--- src/hw/tlc_params.svh ---
// Register offsets, field positions, reset values and codes of the transmitter link config bank
// Notes on behaviour
// - Registers read and written over AXI4-Lite, soft reset and scrambler restart write-only
// - Status bits may show old or new
// - Multi-bit writes announced by a toggle
// - Undefined bits read as zero
// - Link rate codes 0x06, 0x0a, 0x14
// - Lane count field five bits, 1/2/4
// - Framing bit selects enhanced framing
// - Two-bit training pattern code
// - Two-bit link quality pattern code
// - Scrambler bypass sends symbols unscrambled
// - Soft reset write-only, per-stream pulses
// - Transmitter off means stuffing on lanes
// - Video off means blanking ID, NoVideo
// - Video enable applied at frame boundary
// - Side channel enable gates secondary data
// - Scrambler restart write-only, reads zero
// - Multi-stream enable bit zero
// - Payload-updated bit read-only, set by hardware
// - Pixel width programmed per stream
`ifndef TLC_PARAMS_SVH
`define TLC_PARAMS_SVH
`define TLC_OFF_RATE 12'h000
`define TLC_OFF_LANES 12'h004
`define TLC_OFF_FRAMING 12'h008
`define TLC_OFF_TRAIN 12'h00c
`define TLC_OFF_QUAL 12'h010
`define TLC_OFF_SCR_BYP 12'h014
`define TLC_OFF_SPREAD 12'h018
`define TLC_OFF_SRST 12'h01c
`define TLC_OFF_LINK_EN 12'h080
`define TLC_OFF_VID_EN 12'h084
`define TLC_OFF_SIDE_EN 12'h088
`define TLC_OFF_SCR_RST 12'h0c0
`define TLC_OFF_MST 12'h0d0
`define TLC_OFF_PIXW 12'h0e0
`define TLC_RATE_162 8'h06
`define TLC_RATE_270 8'h0a
`define TLC_RATE_540 8'h14
`define TLC_RST_RATE 8'h06
`define TLC_RST_LANES 5'h01
`define TLC_RST_PIXW 8'h55
`define TLC_MST_EN_BIT 0
`define TLC_MST_VCP_BIT 1
`define TLC_RESP_OKAY 2'h0
`define TLC_RESP_SLVERR 2'h2
`endif

--- src/hw/tlc_pkg.sv ---
// Types shared by the transmitter link config bank
package tlc_pkg;
    typedef enum logic [1:0] {
        TLC_TRAIN_OFF = 2'b00,
        TLC_TRAIN_TPS1 = 2'b01,
        TLC_TRAIN_TPS2 = 2'b10,
        TLC_TRAIN_TPS3 = 2'b11
    } tlc_train_t;

    typedef enum logic [1:0] {
        TLC_QUAL_NONE = 2'b00,
        TLC_QUAL_D102 = 2'b01,
        TLC_QUAL_SERM = 2'b10,
        TLC_QUAL_PRBS7 = 2'b11
    } tlc_qual_t;

    // Multi-bit settings handed to the link domain as one word
    typedef struct packed {
        logic [7:0] rate;
        logic [4:0] lanes;
        tlc_train_t train;
        tlc_qual_t qual;
        // One pixel width byte per stream, stream 1 in the low byte
        logic [3:0][7:0] pixw;
    } tlc_cfg_t;

    // Single-bit settings
    typedef struct packed {
        logic enh_frame;
        logic scr_bypass;
        logic spread;
        logic link_en;
        logic vid_en;
        logic side_en;
        logic mst_en;
    } tlc_bits_t;

    typedef struct packed {
        logic awdone;
        logic [11:0] awaddr;
        logic wdone;
        logic [31:0] wdata;
        logic [3:0] wstrb;
        logic bvalid;
        logic [1:0] bresp;
        logic rvalid;
        logic [31:0] rdata;
        logic [1:0] rresp;
        tlc_cfg_t cfg;
        tlc_bits_t bits;
        logic vcp_done;
        logic cfg_tgl;
        logic [3:0] srst_pulse;
        logic scr_pulse;
        logic vid_applied;
    } tlc_state_t;
endpackage

--- src/hw/tlc_regs.sv ---
// AXI4-Lite register bank for the transmitter link configuration
`timescale 1ns/100ps
`include "tlc_params.svh"
module tlc_regs
(
    input wire logic clk, // Register clock
    input wire logic rst, // Asynchronous reset, active high
    input wire logic [31:0] s_axi_awaddr, // Write address
    input wire logic s_axi_awvalid, // Write address valid
    output logic s_axi_awready, // Write address ready
    input wire logic [31:0] s_axi_wdata, // Write data
    input wire logic [3:0] s_axi_wstrb, // Write strobes
    input wire logic s_axi_wvalid, // Write data valid
    output logic s_axi_wready, // Write data ready
    output logic [1:0] s_axi_bresp, // Write response
    output logic s_axi_bvalid, // Write response valid
    input wire logic s_axi_bready, // Write response ready
    input wire logic [31:0] s_axi_araddr, // Read address
    input wire logic s_axi_arvalid, // Read address valid
    output logic s_axi_arready, // Read address ready
    output logic [31:0] s_axi_rdata, // Read data
    output logic [1:0] s_axi_rresp, // Read response
    output logic s_axi_rvalid, // Read data valid
    input wire logic s_axi_rready, // Read data ready
    input wire logic vsync_in, // Vertical sync pin, frame boundary
    input wire logic vcp_updated_in, // Payload-updated status from sink
    output tlc_pkg::tlc_cfg_t cfg_out, // Multi-bit settings
    output logic cfg_toggle, // Toggles when cfg_out changes
    output tlc_pkg::tlc_bits_t bits_out, // Single-bit settings
    output logic [3:0] stream_reset, // One-cycle per-stream video reset
    output logic scrambler_restart, // One-cycle scrambler reset
    output logic send_stuffing, // Lanes carry stuffing only
    output logic send_novideo // Lanes carry blanking ID, NoVideo
);
    tlc_pkg::tlc_state_t s_r;
    tlc_pkg::tlc_state_t s_nxt;
    logic vs_m_r;
    logic vs_s_r;
    logic vs_d_r;
    logic vcp_m_r;
    logic vcp_s_r;
    logic wr_go;
    logic rd_go;
    logic vs_edge;
    logic [11:0] raddr;
    logic [31:0] wd;
    logic [31:0] rd_word;
    logic rd_hit;
    logic wr_hit;

    // ==========================================================
    // Pin synchronisers
    always_ff @(posedge clk or posedge rst)
    begin
        if (rst)
        begin
            vs_m_r <= 1'b0;
            vs_s_r <= 1'b0;
            vs_d_r <= 1'b0;
            vcp_m_r <= 1'b0;
            vcp_s_r <= 1'b0;
        end
        else
        begin
            vs_m_r <= vsync_in;
            vs_s_r <= vs_m_r;
            vs_d_r <= vs_s_r;
            vcp_m_r <= vcp_updated_in;
            vcp_s_r <= vcp_m_r;
        end
    end

    assign vs_edge = vs_s_r & ~vs_d_r;

    // ==========================================================
    // Handshakes
    assign s_axi_awready = ~s_r.awdone & ~s_r.bvalid;
    assign s_axi_wready = ~s_r.wdone & ~s_r.bvalid;
    assign s_axi_arready = ~s_r.rvalid;
    assign wr_go = s_r.awdone & s_r.wdone & ~s_r.bvalid;
    assign rd_go = s_axi_arvalid & ~s_r.rvalid;
    assign raddr = {s_axi_araddr[11:2], 2'b00};

    // Strobe-merged write word for a given current value
    function automatic logic [31:0] merge(input logic [31:0] cur, input logic [31:0] d,
        input logic [3:0] st);
        logic [31:0] m;
        m = cur;
        for (int i = 0; i < 4; i++)
        begin
            if (st[i])
            begin
                m[i*8 +: 8] = d[i*8 +: 8];
            end
        end
        return m;
    endfunction

    // ==========================================================
    // Read mux
    always_comb
    begin
        rd_word = 32'h0000_0000;
        rd_hit = 1'b1;
        unique case (raddr)
            `TLC_OFF_RATE: rd_word[7:0] = s_r.cfg.rate;
            `TLC_OFF_LANES: rd_word[4:0] = s_r.cfg.lanes;
            `TLC_OFF_FRAMING: rd_word[0] = s_r.bits.enh_frame;
            `TLC_OFF_TRAIN: rd_word[1:0] = s_r.cfg.train;
            `TLC_OFF_QUAL: rd_word[1:0] = s_r.cfg.qual;
            `TLC_OFF_SCR_BYP: rd_word[0] = s_r.bits.scr_bypass;
            `TLC_OFF_SPREAD: rd_word[0] = s_r.bits.spread;
            `TLC_OFF_SRST: rd_word = 32'h0000_0000;
            `TLC_OFF_LINK_EN: rd_word[0] = s_r.bits.link_en;
            `TLC_OFF_VID_EN: rd_word[0] = s_r.bits.vid_en;
            `TLC_OFF_SIDE_EN: rd_word[0] = s_r.bits.side_en;
            `TLC_OFF_SCR_RST: rd_word = 32'h0000_0000;
            `TLC_OFF_MST:
            begin
                rd_word[`TLC_MST_EN_BIT] = s_r.bits.mst_en;
                rd_word[`TLC_MST_VCP_BIT] = s_r.vcp_done;
            end
            `TLC_OFF_PIXW: rd_word = s_r.cfg.pixw;
            default: rd_hit = 1'b0;
        endcase
    end

    assign wr_hit = (s_r.awaddr == `TLC_OFF_RATE) || (s_r.awaddr == `TLC_OFF_LANES)
        || (s_r.awaddr == `TLC_OFF_FRAMING) || (s_r.awaddr == `TLC_OFF_TRAIN)
        || (s_r.awaddr == `TLC_OFF_QUAL) || (s_r.awaddr == `TLC_OFF_SCR_BYP)
        || (s_r.awaddr == `TLC_OFF_SPREAD) || (s_r.awaddr == `TLC_OFF_SRST)
        || (s_r.awaddr == `TLC_OFF_LINK_EN) || (s_r.awaddr == `TLC_OFF_VID_EN)
        || (s_r.awaddr == `TLC_OFF_SIDE_EN) || (s_r.awaddr == `TLC_OFF_SCR_RST)
        || (s_r.awaddr == `TLC_OFF_MST) || (s_r.awaddr == `TLC_OFF_PIXW);

    // ==========================================================
    // Next state
    always_comb
    begin
        s_nxt = s_r;
        wd = 32'h0000_0000;
        s_nxt.srst_pulse = 4'h0;
        s_nxt.scr_pulse = 1'b0;
        if (s_axi_awvalid && s_axi_awready)
        begin
            s_nxt.awdone = 1'b1;
            s_nxt.awaddr = {s_axi_awaddr[11:2], 2'b00};
        end
        if (s_axi_wvalid && s_axi_wready)
        begin
            s_nxt.wdone = 1'b1;
            s_nxt.wdata = s_axi_wdata;
            s_nxt.wstrb = s_axi_wstrb;
        end
        if (s_r.bvalid && s_axi_bready)
        begin
            s_nxt.bvalid = 1'b0;
        end
        if (wr_go)
        begin
            s_nxt.awdone = 1'b0;
            s_nxt.wdone = 1'b0;
            s_nxt.bvalid = 1'b1;
            s_nxt.bresp = wr_hit ? `TLC_RESP_OKAY : `TLC_RESP_SLVERR;
            unique case (s_r.awaddr)
                `TLC_OFF_RATE:
                begin
                    wd = merge({24'h0, s_r.cfg.rate}, s_r.wdata, s_r.wstrb);
                    s_nxt.cfg.rate = wd[7:0];
                end
                `TLC_OFF_LANES:
                begin
                    wd = merge({27'h0, s_r.cfg.lanes}, s_r.wdata, s_r.wstrb);
                    s_nxt.cfg.lanes = wd[4:0];
                end
                `TLC_OFF_TRAIN:
                begin
                    wd = merge({30'h0, s_r.cfg.train}, s_r.wdata, s_r.wstrb);
                    s_nxt.cfg.train = tlc_pkg::tlc_train_t'(wd[1:0]);
                end
                `TLC_OFF_QUAL:
                begin
                    wd = merge({30'h0, s_r.cfg.qual}, s_r.wdata, s_r.wstrb);
                    s_nxt.cfg.qual = tlc_pkg::tlc_qual_t'(wd[1:0]);
                end
                `TLC_OFF_PIXW:
                begin
                    wd = merge(s_r.cfg.pixw, s_r.wdata, s_r.wstrb);
                    s_nxt.cfg.pixw = wd;
                end
                default:
                begin
                    if (s_r.wstrb[0])
                    begin
                        unique case (s_r.awaddr)
                            `TLC_OFF_FRAMING: s_nxt.bits.enh_frame = s_r.wdata[0];
                            `TLC_OFF_SCR_BYP: s_nxt.bits.scr_bypass = s_r.wdata[0];
                            `TLC_OFF_SPREAD: s_nxt.bits.spread = s_r.wdata[0];
                            `TLC_OFF_SRST: s_nxt.srst_pulse = s_r.wdata[3:0];
                            `TLC_OFF_LINK_EN: s_nxt.bits.link_en = s_r.wdata[0];
                            `TLC_OFF_VID_EN: s_nxt.bits.vid_en = s_r.wdata[0];
                            `TLC_OFF_SIDE_EN: s_nxt.bits.side_en = s_r.wdata[0];
                            `TLC_OFF_SCR_RST: s_nxt.scr_pulse = s_r.wdata[0];
                            `TLC_OFF_MST: s_nxt.bits.mst_en = s_r.wdata[0];
                            default: s_nxt.bits = s_r.bits;
                        endcase
                    end
                end
            endcase
        end
        // Announce any change of the multi-bit word
        if (s_nxt.cfg != s_r.cfg)
        begin
            s_nxt.cfg_tgl = ~s_r.cfg_tgl;
        end
        // Sticky until multi-stream is disabled; the status set wins
        if (!s_nxt.bits.mst_en)
        begin
            s_nxt.vcp_done = 1'b0;
        end
        if (vcp_s_r)
        begin
            s_nxt.vcp_done = 1'b1;
        end
        // Video enable takes effect only at a frame start
        if (vs_edge)
        begin
            s_nxt.vid_applied = s_r.bits.vid_en;
        end
        if (s_r.rvalid && s_axi_rready)
        begin
            s_nxt.rvalid = 1'b0;
        end
        if (rd_go)
        begin
            s_nxt.rvalid = 1'b1;
            s_nxt.rdata = rd_word;
            s_nxt.rresp = rd_hit ? `TLC_RESP_OKAY : `TLC_RESP_SLVERR;
        end
    end

    always_ff @(posedge clk or posedge rst)
    begin
        if (rst)
        begin
            s_r <= '0;
            s_r.cfg.rate <= `TLC_RST_RATE;
            s_r.cfg.lanes <= `TLC_RST_LANES;
            s_r.cfg.pixw <= {4{`TLC_RST_PIXW}};
        end
        else
        begin
            s_r <= s_nxt;
        end
    end

    // ==========================================================
    // Outputs
    assign s_axi_bvalid = s_r.bvalid;
    assign s_axi_bresp = s_r.bresp;
    assign s_axi_rvalid = s_r.rvalid;
    assign s_axi_rdata = s_r.rdata;
    assign s_axi_rresp = s_r.rresp;
    assign cfg_out = s_r.cfg;
    assign cfg_toggle = s_r.cfg_tgl;
    assign bits_out = s_r.bits;
    assign stream_reset = s_r.srst_pulse;
    assign scrambler_restart = s_r.scr_pulse;
    assign send_stuffing = ~s_r.bits.link_en;
    assign send_novideo = s_r.bits.link_en & ~s_r.vid_applied;
endmodule

--- config.mk ---
export PLATFORM = sky130hd
export DESIGN_NAME = tlc_regs
export DESIGN_NICKNAME = d
export VERILOG_FILES = /design/src/hw/tlc_pkg.sv /design/src/hw/tlc_regs.sv
export VERILOG_INCLUDE_DIRS = /design/src /design/src/hw
export SDC_FILE = /design/constraint.sdc
export NUM_CORES = 1
export LEC_CHECK = 0
export ABC_CLOCK_PERIOD_IN_PS = 13200
export BUFFER_PORTS_ARGS = -buffer_cell sky130_fd_sc_hd__buf_2
export CAP_MARGIN = 40
export CORE_MARGIN = 2
export CORE_UTILIZATION = 50
export DETAILED_ROUTE_END_ITERATION = 10
export PLACE_DENSITY = 0.82
export SYNTH_ARGS = -nofsm -noshare
export SYNTH_HDL_FRONTEND = slang
export SYNTH_SLANG_ARGS = --single-unit
--- constraint.sdc ---
create_clock -name clk -period 13.2 [get_ports clk]
set_input_delay 1.98 -clock clk [delete_from_list [all_inputs] [get_ports clk]]
set_output_delay 1.98 -clock clk [all_outputs]
set_load 0.01 [all_outputs]
==> qor.yml, run 1 <==
outcome:
  status: "finished, final reports clean"
clock_network:
  cts_tree: "built"
  cts_made_buffers: 17
  clk_pin_slew_ps: 60
  clock_sinks: 153
  postCtsSetupRepairBufs: 0
  hold_buffers: 0
  cts_buffer_depth: 2
  htreeDepth: 4
  insertion_delay_ps: 420
  ctsResizeCount: 0
  cts-root-buf: "clkbuf_16"
power:
  p_leak_uw: 0.00425
  combPwrFrac_pct: 22.1
  clkPwrFrac_pct: 31.9
  powerDensity_nw_per_um2: 174
  ir_drop_v: 0.000106
  switching_share_pct: 31.3
  totalPowerFinal_uw: 1480
  seq_power_share_pct: 46.0
  power.switching_uw: 464
  p_int_uw: 1020
yosys:
  muxShareOfSynthArea_pct: 15.8
  ys_warn_count: 0
  synthFlopType: "dfrtp_1"
  synth.distinct_cells: 56
  async_flop_share_pct: 100
  synth_compound_area_share_pct: 3.57
  syn_area_um2: 7600
  syn_inst: 673
  synth_xor_area_share_pct: 5.53
  synthSimpleGateAreaFrac_pct: 13.1
  synth_edf_count: 0
  seq_area_frac_synth_pct: 50.7
  ys_ff_latch: 153
  synthAdderAreaFrac_pct: 0.132
  avgSynthCellArea_um2: 11.3
  synth_top_family_by_area: "multiplexers"
floorplanning:
  die_y_um: 127
  ios: 214
  core-area_um2: 15000
  start_util_pct: 50.6
  die_area_um2: 16200
  placementRows: 45
  die_w_um: 127
detailed_routing:
  ant_nets: 0
  drt-pass1-iter-count: 4
  num_vias: 4990
  routed_wl_um: 16400
  drt_iter0_markers: 234
  routedWlPerCell_um: 17.3
  vias_per_cell: 5.27
  route.detailed.drc: 0
global_route:
  grt_max_degree: 65
  grt_first_pass_wirelength_um: 26000
  grt_use_total_pct: 20.7
  overflow: 0
  grt_pass1_vias: 4891
  antenna_found_initial: 0
setup_path:
  r2r_slack_ps: 10990
  crit_required_ps: 13530
  startpoint_type: "input pin"
  worst-path-max-fanout: 33
  crit_type: "input pin to flip-flop"
  endpoint_kind: "flip-flop"
  r2r_start: "s_r[141]"
  critPathCapture: "s_axi_rdata[1]"
  worst-r2r-cell-count: 7
  crit_path_start: "s_axi_araddr[3]"
  arrival_ps: 3690
  timing.rr.end: "cfg_toggle"
placed_design:
  dp_hpwl_um: 11700
  gp_congestion: 0.802
  placed_area_um2: 7950
  port_buffers: 167
  pre_cts_ws_ps: 9410
final_layout:
  mostFrequentLayoutCell: "buf_2"
  num_antenna_cells: 0
  layout_common_cells: "167 x buf_2, 134 x dfrtp_1, 99 x mux2_2"
  area_growth_pct: 12.2
  final_net_count: 854
  drive_above_1_share_pct: 44.6
  fillers: 1267
  design_area_um2: 8530
flow_run:
  max-cap-violations: 0
hold_path:
  hold_path_class: "flip-flop to flip-flop"
sta:
  grt_setup_unrepaired: "false"
  hold_viol: 0
  tightest_slew_ps: 831
  relSlewSlack_pct: 44.5
  whs_ps: 348
  tns_ps: 0
  skew_ps: 6.81
  finalMaxSlewViolations: 0
  fin_crit_ps: 3360
  setup_ws_ps: 9840
  final.period_utilization_pct: 25.4
  setup_viol: 0
  clock.fmax_ghz: 0.298
[stage by stage]
step	utilization, %	cells
global placement	52.5	911
detailed placement	52.9	914
floorplan	-	674
finish	56.8	946
global route	56.8	946
CTS	56.8	946
[cells by family (layout without fill, tap and decap cells)]
group / count (synthesis) / after routing
other: 1 / 2
XOR/XNOR: 48 / 48
buffers and inverters: 129 / 213
AO/OA/AOI/OAI: 44 / 44
multiplexers: 106 / 106
adder cells (fa/ha/maj): 1 / 1
flip-flops: 153 / 153
AND/OR/NAND/NOR: 191 / 191
[registers in the layout, indices dropped and copies added (netlist names)]
signal	flops
vs_m_r	1
s_axi_bvalid	1
vs_d_r	1
stream_reset	4
s_axi_bresp	1
s_axi_rresp	1
s_axi_rvalid	1
cfg_toggle	1
bits_out	7
cfg_out	49
s_axi_rdata	32
s_r	50
vcp_s_r	1
vcp_m_r	1
scrambler_restart	1
vs_s_r	1
[worst max-delay path: stages]
cell and delay [ps]:
buf_2 170, nand2b_1 180, nor4bb_1 380, and3_1 230, buf_4 360, nand2_1 90, and3_1 170, a21oi_1 140
[area by class of cell]
| cell class | count | area, um^2 | area share [%] |
|---|---|---|---|
| repair buffers | 174 | 925 | 10.8 |
| well taps | 188 | 235 | 2.76 |
| multi-input cells | 392 | 2910 | 34.1 |
| flip-flops and latches | 153 | 3850 | 45.1 |
| clock inverters | 12 | 118 | 1.38 |
| clock buffers | 20 | 467 | 5.47 |
| inverters | 7 | 31.3 | 0.367 |
[metal layers]
metal | vias up | track usage [%] | routed length [um]
li1 | 2348 | - | -
met1 | 2483 | 27.8 | 7270
met2 | 134 | 33.1 | 7970
met3 | 25 | 5.07 | 827
met4 | 0 | 7.50 | 320
met5 | - | 0 | 0
[synth_stat cells, drive strengths merged (2+ instances only)]
master   instances  area [um^2]
a21o             2         15.0
a21oi            8         40.0
a221oi           3         26.3
a2bb2oi          3         26.3
a31oi            3         18.8
and2             6         37.5
and3             4         25.0
and4             2         17.5
and4b            2         20.0
buf            104          758
clkbuf          18         67.6
dfrtp          134         3350
dfstp           19          499
inv              7         26.3
mux2           100         1130
mux2i            5         50.1
nand2           81          327
nand2b           3         18.8
nand3           26          130
nand4           11         68.8
nand4b           2         17.5
nor2            21         78.8
nor2b            7         43.8
nor3             7         46.3
nor3b            4         30.0
nor4             6         52.6
o21ai           17         85.1
or3              3         23.8
xnor2           38          333
xor2            10         87.6
[worst min-delay path by stage]
| stage | from | endpoint | slack, ps | depth (start not counted) |
|---|---|---|---|---|
| after global placement | vcp_m_r | vcp_s_r | 340 | 0 |
| after detailed placement | vs_m_r | vs_s_r | 330 | 0 |
| after global routing | vs_m_r | vs_s_r | 350 | 0 |
| after CTS | vs_m_r | vs_s_r | 350 | 0 |
| final | vs_m_r | vs_s_r | 350 | 0 |
| after floorplan | vcp_m_r | vcp_s_r | 330 | 0 |
[power by group through the flow]
| stage | registers [uW] | logic [uW] | clock network, uW |
|---|---|---|---|
| after floorplan | 633 | 295 | 0 |
| after global placement | 683 | 315 | 0 |
| after detailed placement | 690 | 331 | 0 |
| after CTS | 682 | 333 | 481 |
| after global routing | 700 | 361 | 502 |
| final | 681 | 328 | 473 |
No activity file was read; power rests on OpenSTA's default activity.
==> run 2: changes to the inputs <==
--- a/config.mk
+++ b/config.mk
@@ -6,7 +6,7 @@
 export SDC_FILE = /design/constraint.sdc
 export NUM_CORES = 1
 export LEC_CHECK = 0
-export ABC_CLOCK_PERIOD_IN_PS = 13200
+export ABC_CLOCK_PERIOD_IN_PS = 3400
 export BUFFER_PORTS_ARGS = -buffer_cell sky130_fd_sc_hd__buf_2
 export CAP_MARGIN = 40
 export CORE_MARGIN = 2
==> constraint.sdc (replaced) <==
create_clock -name clk -period 3.4 [get_ports clk]
set_input_delay 0.51 -clock clk [delete_from_list [all_inputs] [get_ports clk]]
set_output_delay 0.51 -clock clk [all_outputs]
set_load 0.01 [all_outputs]
==> qor.yml, run 2 (synthesis gave the netlist of run 1 again) <==
setup_path:
  cpLargestDelayFamily: "simple AND/OR/NAND/NOR gates"
  startpoint_type: "flip-flop"
  arrival_ps: 2470
  crit_buf_inv: 0
  worst-path-max-fanout: 8
  worst-r2r-cell-count: 6
  crit_required_ps: 3690
  cp.depth: 6
  crit_type: "flip-flop to flip-flop"
  crit_chain: "or4_4 -> nor3_4 -> nand2_4 -> o21ai_1 -> nor4_1 -> xnor2_1"
  crit_slowest_cell: "or4_4"
  timing.rr.end: "cfg_toggle"
  slowest_delay_ps: 580
  r2r_slack_ps: 1220
  endpoint_kind: "flip-flop"
  r2r_start: "s_r[145]"
sta:
  final.period_utilization_pct: 64.0
  setup_viol: 0
  skew_ps: 6.67
  relSlewSlack_pct: 45.6
  fin_crit_ps: 2180
  finalMaxSlewViolations: 0
  clock.fmax_ghz: 0.459
  grt_setup_unrepaired: "false"
  tightest_slew_ps: 814
  hold_viol: 0
  tns_ps: 0
detailed_routing:
  num_vias: 5020
  ant_nets: 0
  vias_per_cell: 5.30
  routed_wl_um: 16700
  drt-pass1-iter-count: 4
  drt_iter0_markers: 206
  routedWlPerCell_um: 17.7
  route.detailed.drc: 0
hold_path:
  worstHoldStart: "vsync_in"
  hold_depth: 1
  min_to: "vs_m_r"
  hold_path_class: "input pin to flip-flop"
global_route:
  antenna_found_initial: 0
  grt_use_total_pct: 21.0
  grt_max_degree: 154
  overflow: 0
  grt_pass1_vias: 4882
  grt_first_pass_wirelength_um: 26200
clock_network:
  insertion_delay_ps: 410
  clk_pin_slew_ps: 60
  clock_sinks: 153
  cts_tree: "built"
  postCtsSetupRepairBufs: 0
  htreeDepth: 4
  hold_buffers: 0
  cts-root-buf: "clkbuf_16"
  ctsResizeCount: 0
  cts_buffer_depth: 2
  cts_made_buffers: 17
final_layout:
  layout_common_cells: "167 x buf_2, 134 x dfrtp_1, 99 x mux2_2"
  fillers: 1298
  mostFrequentLayoutCell: "buf_2"
  layoutNonFillerInstCount: 947
  regArea_um2: 3850
  largest_reg_flops: 50
  drive_above_1_share_pct: 44.3
  final_net_count: 854
  design_area_um2: 8540
  top_register: "s_r"
  area_growth_pct: 12.4
  multi_input_area_um2: 2910
floorplanning:
  core-area_um2: 15000
  die_area_um2: 16200
  die_w_um: 127
  placementRows: 45
  ios: 214
  start_util_pct: 50.6
  die_y_um: 127
placed_design:
  gp_congestion: 0.821
  dp_hpwl_um: 11800
  placed_area_um2: 7930
  dp_cells: 914
  port_buffers: 167
outcome:
  status: "finished, final reports clean"
power:
  ir_drop_v: 0.000384
  powerDensity_nw_per_um2: 683
  p_leak_uw: 0.00426
flow_run:
  max-cap-violations: 0
[run 2: cell types whose count changed in the layout (fill, tap and decap cells not counted)]
cell	change
clkdlybuf4s15_2	-1
clkinv_4	-2
inv_6	-3
clkbuf_1	+2
diode_2	+1
bufinv_16	+2
buf_16	-1
buf_4	+2
clkinvlp_4	+1
[run 2: worst max path at each step]
stage                    startpoint              to  slack [ps]
floorplan                       rst     bits_out[0]         970
global placement    s_axi_araddr[3]  s_axi_rdata[5]        1160
detailed placement  s_axi_araddr[3]  s_axi_rdata[7]        1150
CTS                        s_r[141]     cfg_out[29]        1200
global route               s_r[106]      cfg_toggle        1090
finish                     s_r[145]      cfg_toggle        1220
[run 2: layout make-up]
cell class | count | share of cell area (%)
diodes | 1 | 0.0293
flip-flops and latches | 153 | 45.1
repair buffers | 174 | 10.5
clock inverters | 10 | 1.67
multi-input cells | 392 | 34.0
inverters | 7 | 0.351
clock buffers | 22 | 5.55
well taps | 188 | 2.75
[run 2: per-stage QoR]
stage               total power, uW  setup WS, ps  hold slack (ps)  utilization (%)
finish                         5840          1220              205             56.8
global route                   6160          1090              177             56.8
CTS                            5900          1200              183             56.8
detailed placement             3930          1150              343             52.7
global placement               3890          1160              335             52.7
floorplan                      3600           975              331                -
[run 2: metal layers]
layer | up-vias | GRT usage, % | wire length, um
li1 | 2345 | - | -
met1 | 2511 | 27.6 | 7270
met2 | 140 | 34.4 | 8350
met3 | 24 | 4.77 | 792
met4 | 0 | 7.50 | 311
met5 | - | 0 | 0
[run 2: where the power goes]
group	internal, uW	total (uW)	switching (uW)
registers	2180	2650	467
clock network	1210	1930	714
logic	685	1260	575
[run 2: worst reg2reg max path: stages, from the launching register on]
cell,delay (ps)
dfrtp_1,430
or4_4,580
nor3_4,490
nand2_4,180
o21ai_1,180
nor4_1,70
xnor2_1,130
==> run 3: changes to the inputs <==
--- a/config.mk
+++ b/config.mk
@@ -6,7 +6,7 @@
 export SDC_FILE = /design/constraint.sdc
 export NUM_CORES = 1
 export LEC_CHECK = 0
-export ABC_CLOCK_PERIOD_IN_PS = 3400
+export ABC_CLOCK_PERIOD_IN_PS = 2200
 export BUFFER_PORTS_ARGS = -buffer_cell sky130_fd_sc_hd__buf_2
 export CAP_MARGIN = 40
 export CORE_MARGIN = 2
==> constraint.sdc (replaced) <==
create_clock -name clk -period 2.2 [get_ports clk]
set_input_delay 0.33 -clock clk [delete_from_list [all_inputs] [get_ports clk]]
set_output_delay 0.33 -clock clk [all_outputs]
set_load 0.01 [all_outputs]
==> qor.yml, run 3 (synthesis gave the netlist of run 1 again) <==
placed_design:
  dp_hpwl_um: 11800
  port_buffers: 167
  dp_cells: 932
  gp_congestion: 0.800
  pre_cts_ws_ps: 171
clock_network:
  cts_tree: "built"
  insertion_delay_ps: 420
  htreeDepth: 4
  cts_made_buffers: 17
  cts_buffer_depth: 2
  clock_sinks: 153
  clk_pin_slew_ps: 60
  hold_buffers: 2
  postCtsSetupRepairBufs: 0
  ctsResizeCount: 0
  cts-root-buf: "clkbuf_16"
detailed_routing:
  route.detailed.drc: 0
  vias_per_cell: 5.20
  routedWlPerCell_um: 16.9
  num_vias: 5019
  routed_wl_um: 16300
  drt_iter0_markers: 192
  ant_nets: 0
  drt-pass1-iter-count: 4
sta:
  finalMaxSlewViolations: 0
  setup_viol: 0
  skew_ps: 5.59
  hold_viol: 0
  setup_ws_ps: 156
  final.period_utilization_pct: 92.9
  clock.fmax_ghz: 0.489
  grt_setup_unrepaired: "false"
  fin_crit_ps: 2040
  whs_ps: 39.7
final_layout:
  drive_above_1_share_pct: 45.4
  final_net_count: 874
  area_growth_pct: 14.3
  mostFrequentLayoutCell: "buf_2"
  largest_reg_flops: 50
  num_antenna_cells: 0
  top_register: "s_r"
  layout_common_cells: "167 x buf_2, 134 x dfrtp_1, 99 x mux2_2"
  layoutNonFillerInstCount: 966
flow_run:
  max-cap-violations: 0
floorplanning:
  die_w_um: 127
  die_area_um2: 16200
  die_y_um: 127
  core-area_um2: 15000
  placementRows: 45
  start_util_pct: 50.6
  ios: 214
setup_path:
  critPathCapture: "bits_out[5]"
  r2r_start: "s_r[146]"
  timing.rr.end: "bits_out[5]"
  arrival_ps: 2350
  crit_type: "flip-flop to flip-flop"
  crit_required_ps: 2510
  endpoint_kind: "flip-flop"
  startpoint_type: "flip-flop"
  r2r_slack_ps: 160
  worst-r2r-cell-count: 5
  crit_path_start: "s_r[146]"
  worst-path-max-fanout: 6
power:
  switching_share_pct: 30.6
  p_int_uw: 6280
  totalPowerFinal_uw: 9050
  clkPwrFrac_pct: 31.3
  power.switching_uw: 2770
  seq_power_share_pct: 43.7
  powerDensity_nw_per_um2: 1040
  ir_drop_v: 0.000613
  p_leak_uw: 0.00435
  combPwrFrac_pct: 25.0
global_route:
  antenna_found_initial: 0
  grt_pass1_vias: 4869
  grt_first_pass_wirelength_um: 25600
  grt_max_degree: 87
  grt_use_total_pct: 20.6
  overflow: 0
outcome:
  status: "finished, final reports clean"
hold_path:
  hold_path_class: "input pin to async pin"
==> run 3: changes by cell type in the layout (fill, tap and decap cells not counted), sizes merged <==
cell,before,now
clkbuf,22,21
diode,1,0
inv,6,7
clkinvlp,5,4
clkinv,3,5
dlygate4sd3,0,2
bufinv,3,2
buf,174,192
==> run 3: per-stage QoR <==
step / TNS, ps / instance area, um^2 / util, %
detailed placement: 0 / 8100 / 53.9
finish: 0 / 8690 / 57.8
global route: 0 / 8690 / 57.8
global placement: 0 / 8100 / 53.9
floorplan: -6090 / 7610 / -
CTS: 0 / 8690 / 57.8
==> run 3: how the worst min path moves through the flow <==
stage / from / endpoint / slack (ps) / cells past startpoint
after global placement: vs_m_r / vs_s_r / 340 / 0
after CTS: rst / s_axi_rdata[29] / 50 / 3
after global routing: rst / s_axi_rdata[27] / 60 / 3
after floorplan: vcp_m_r / vcp_s_r / 330 / 0
after detailed placement: vs_m_r / vs_s_r / 340 / 0
final: rst / s_axi_rdata[27] / 40 / 3
==> run 3: layer usage <==
metal  global-route usage [%]  wire length, um  vias to the layer above
met5                        0                0                        -
met4                     7.43              362                        0
met3                     4.86              732                       28
met2                     33.6             7940                      125
met1                     27.0             7260                     2479
li1                         -                -                     2387
==> run 3: area by class of cell <==
class / count / area [um^2]
multi-input cells: 392 / 2910
flip-flops and latches: 153 / 3850
repair buffers: 194 / 1090
clock inverters: 11 / 124
clock buffers: 21 / 450
fillers: 1246 / 6340
inverters: 7 / 30.0
well taps: 188 / 235
==> run 3: critical path: stages, from the launching register on <==
cell      delay (ps)
dfrtp_1          420
or4_4            550
nor3_4           380
buf_4            200
nand4b_1         100
mux2_2           270
==> run 3: power by group through the flow <==
stage	registers, uW	logic [uW]	clock network, uW
detailed placement	4000	2260	0
global placement	3960	2220	0
global route	4040	2470	3030
floorplan	3800	1770	0
CTS	3950	2290	2890
finish	3950	2260	2830
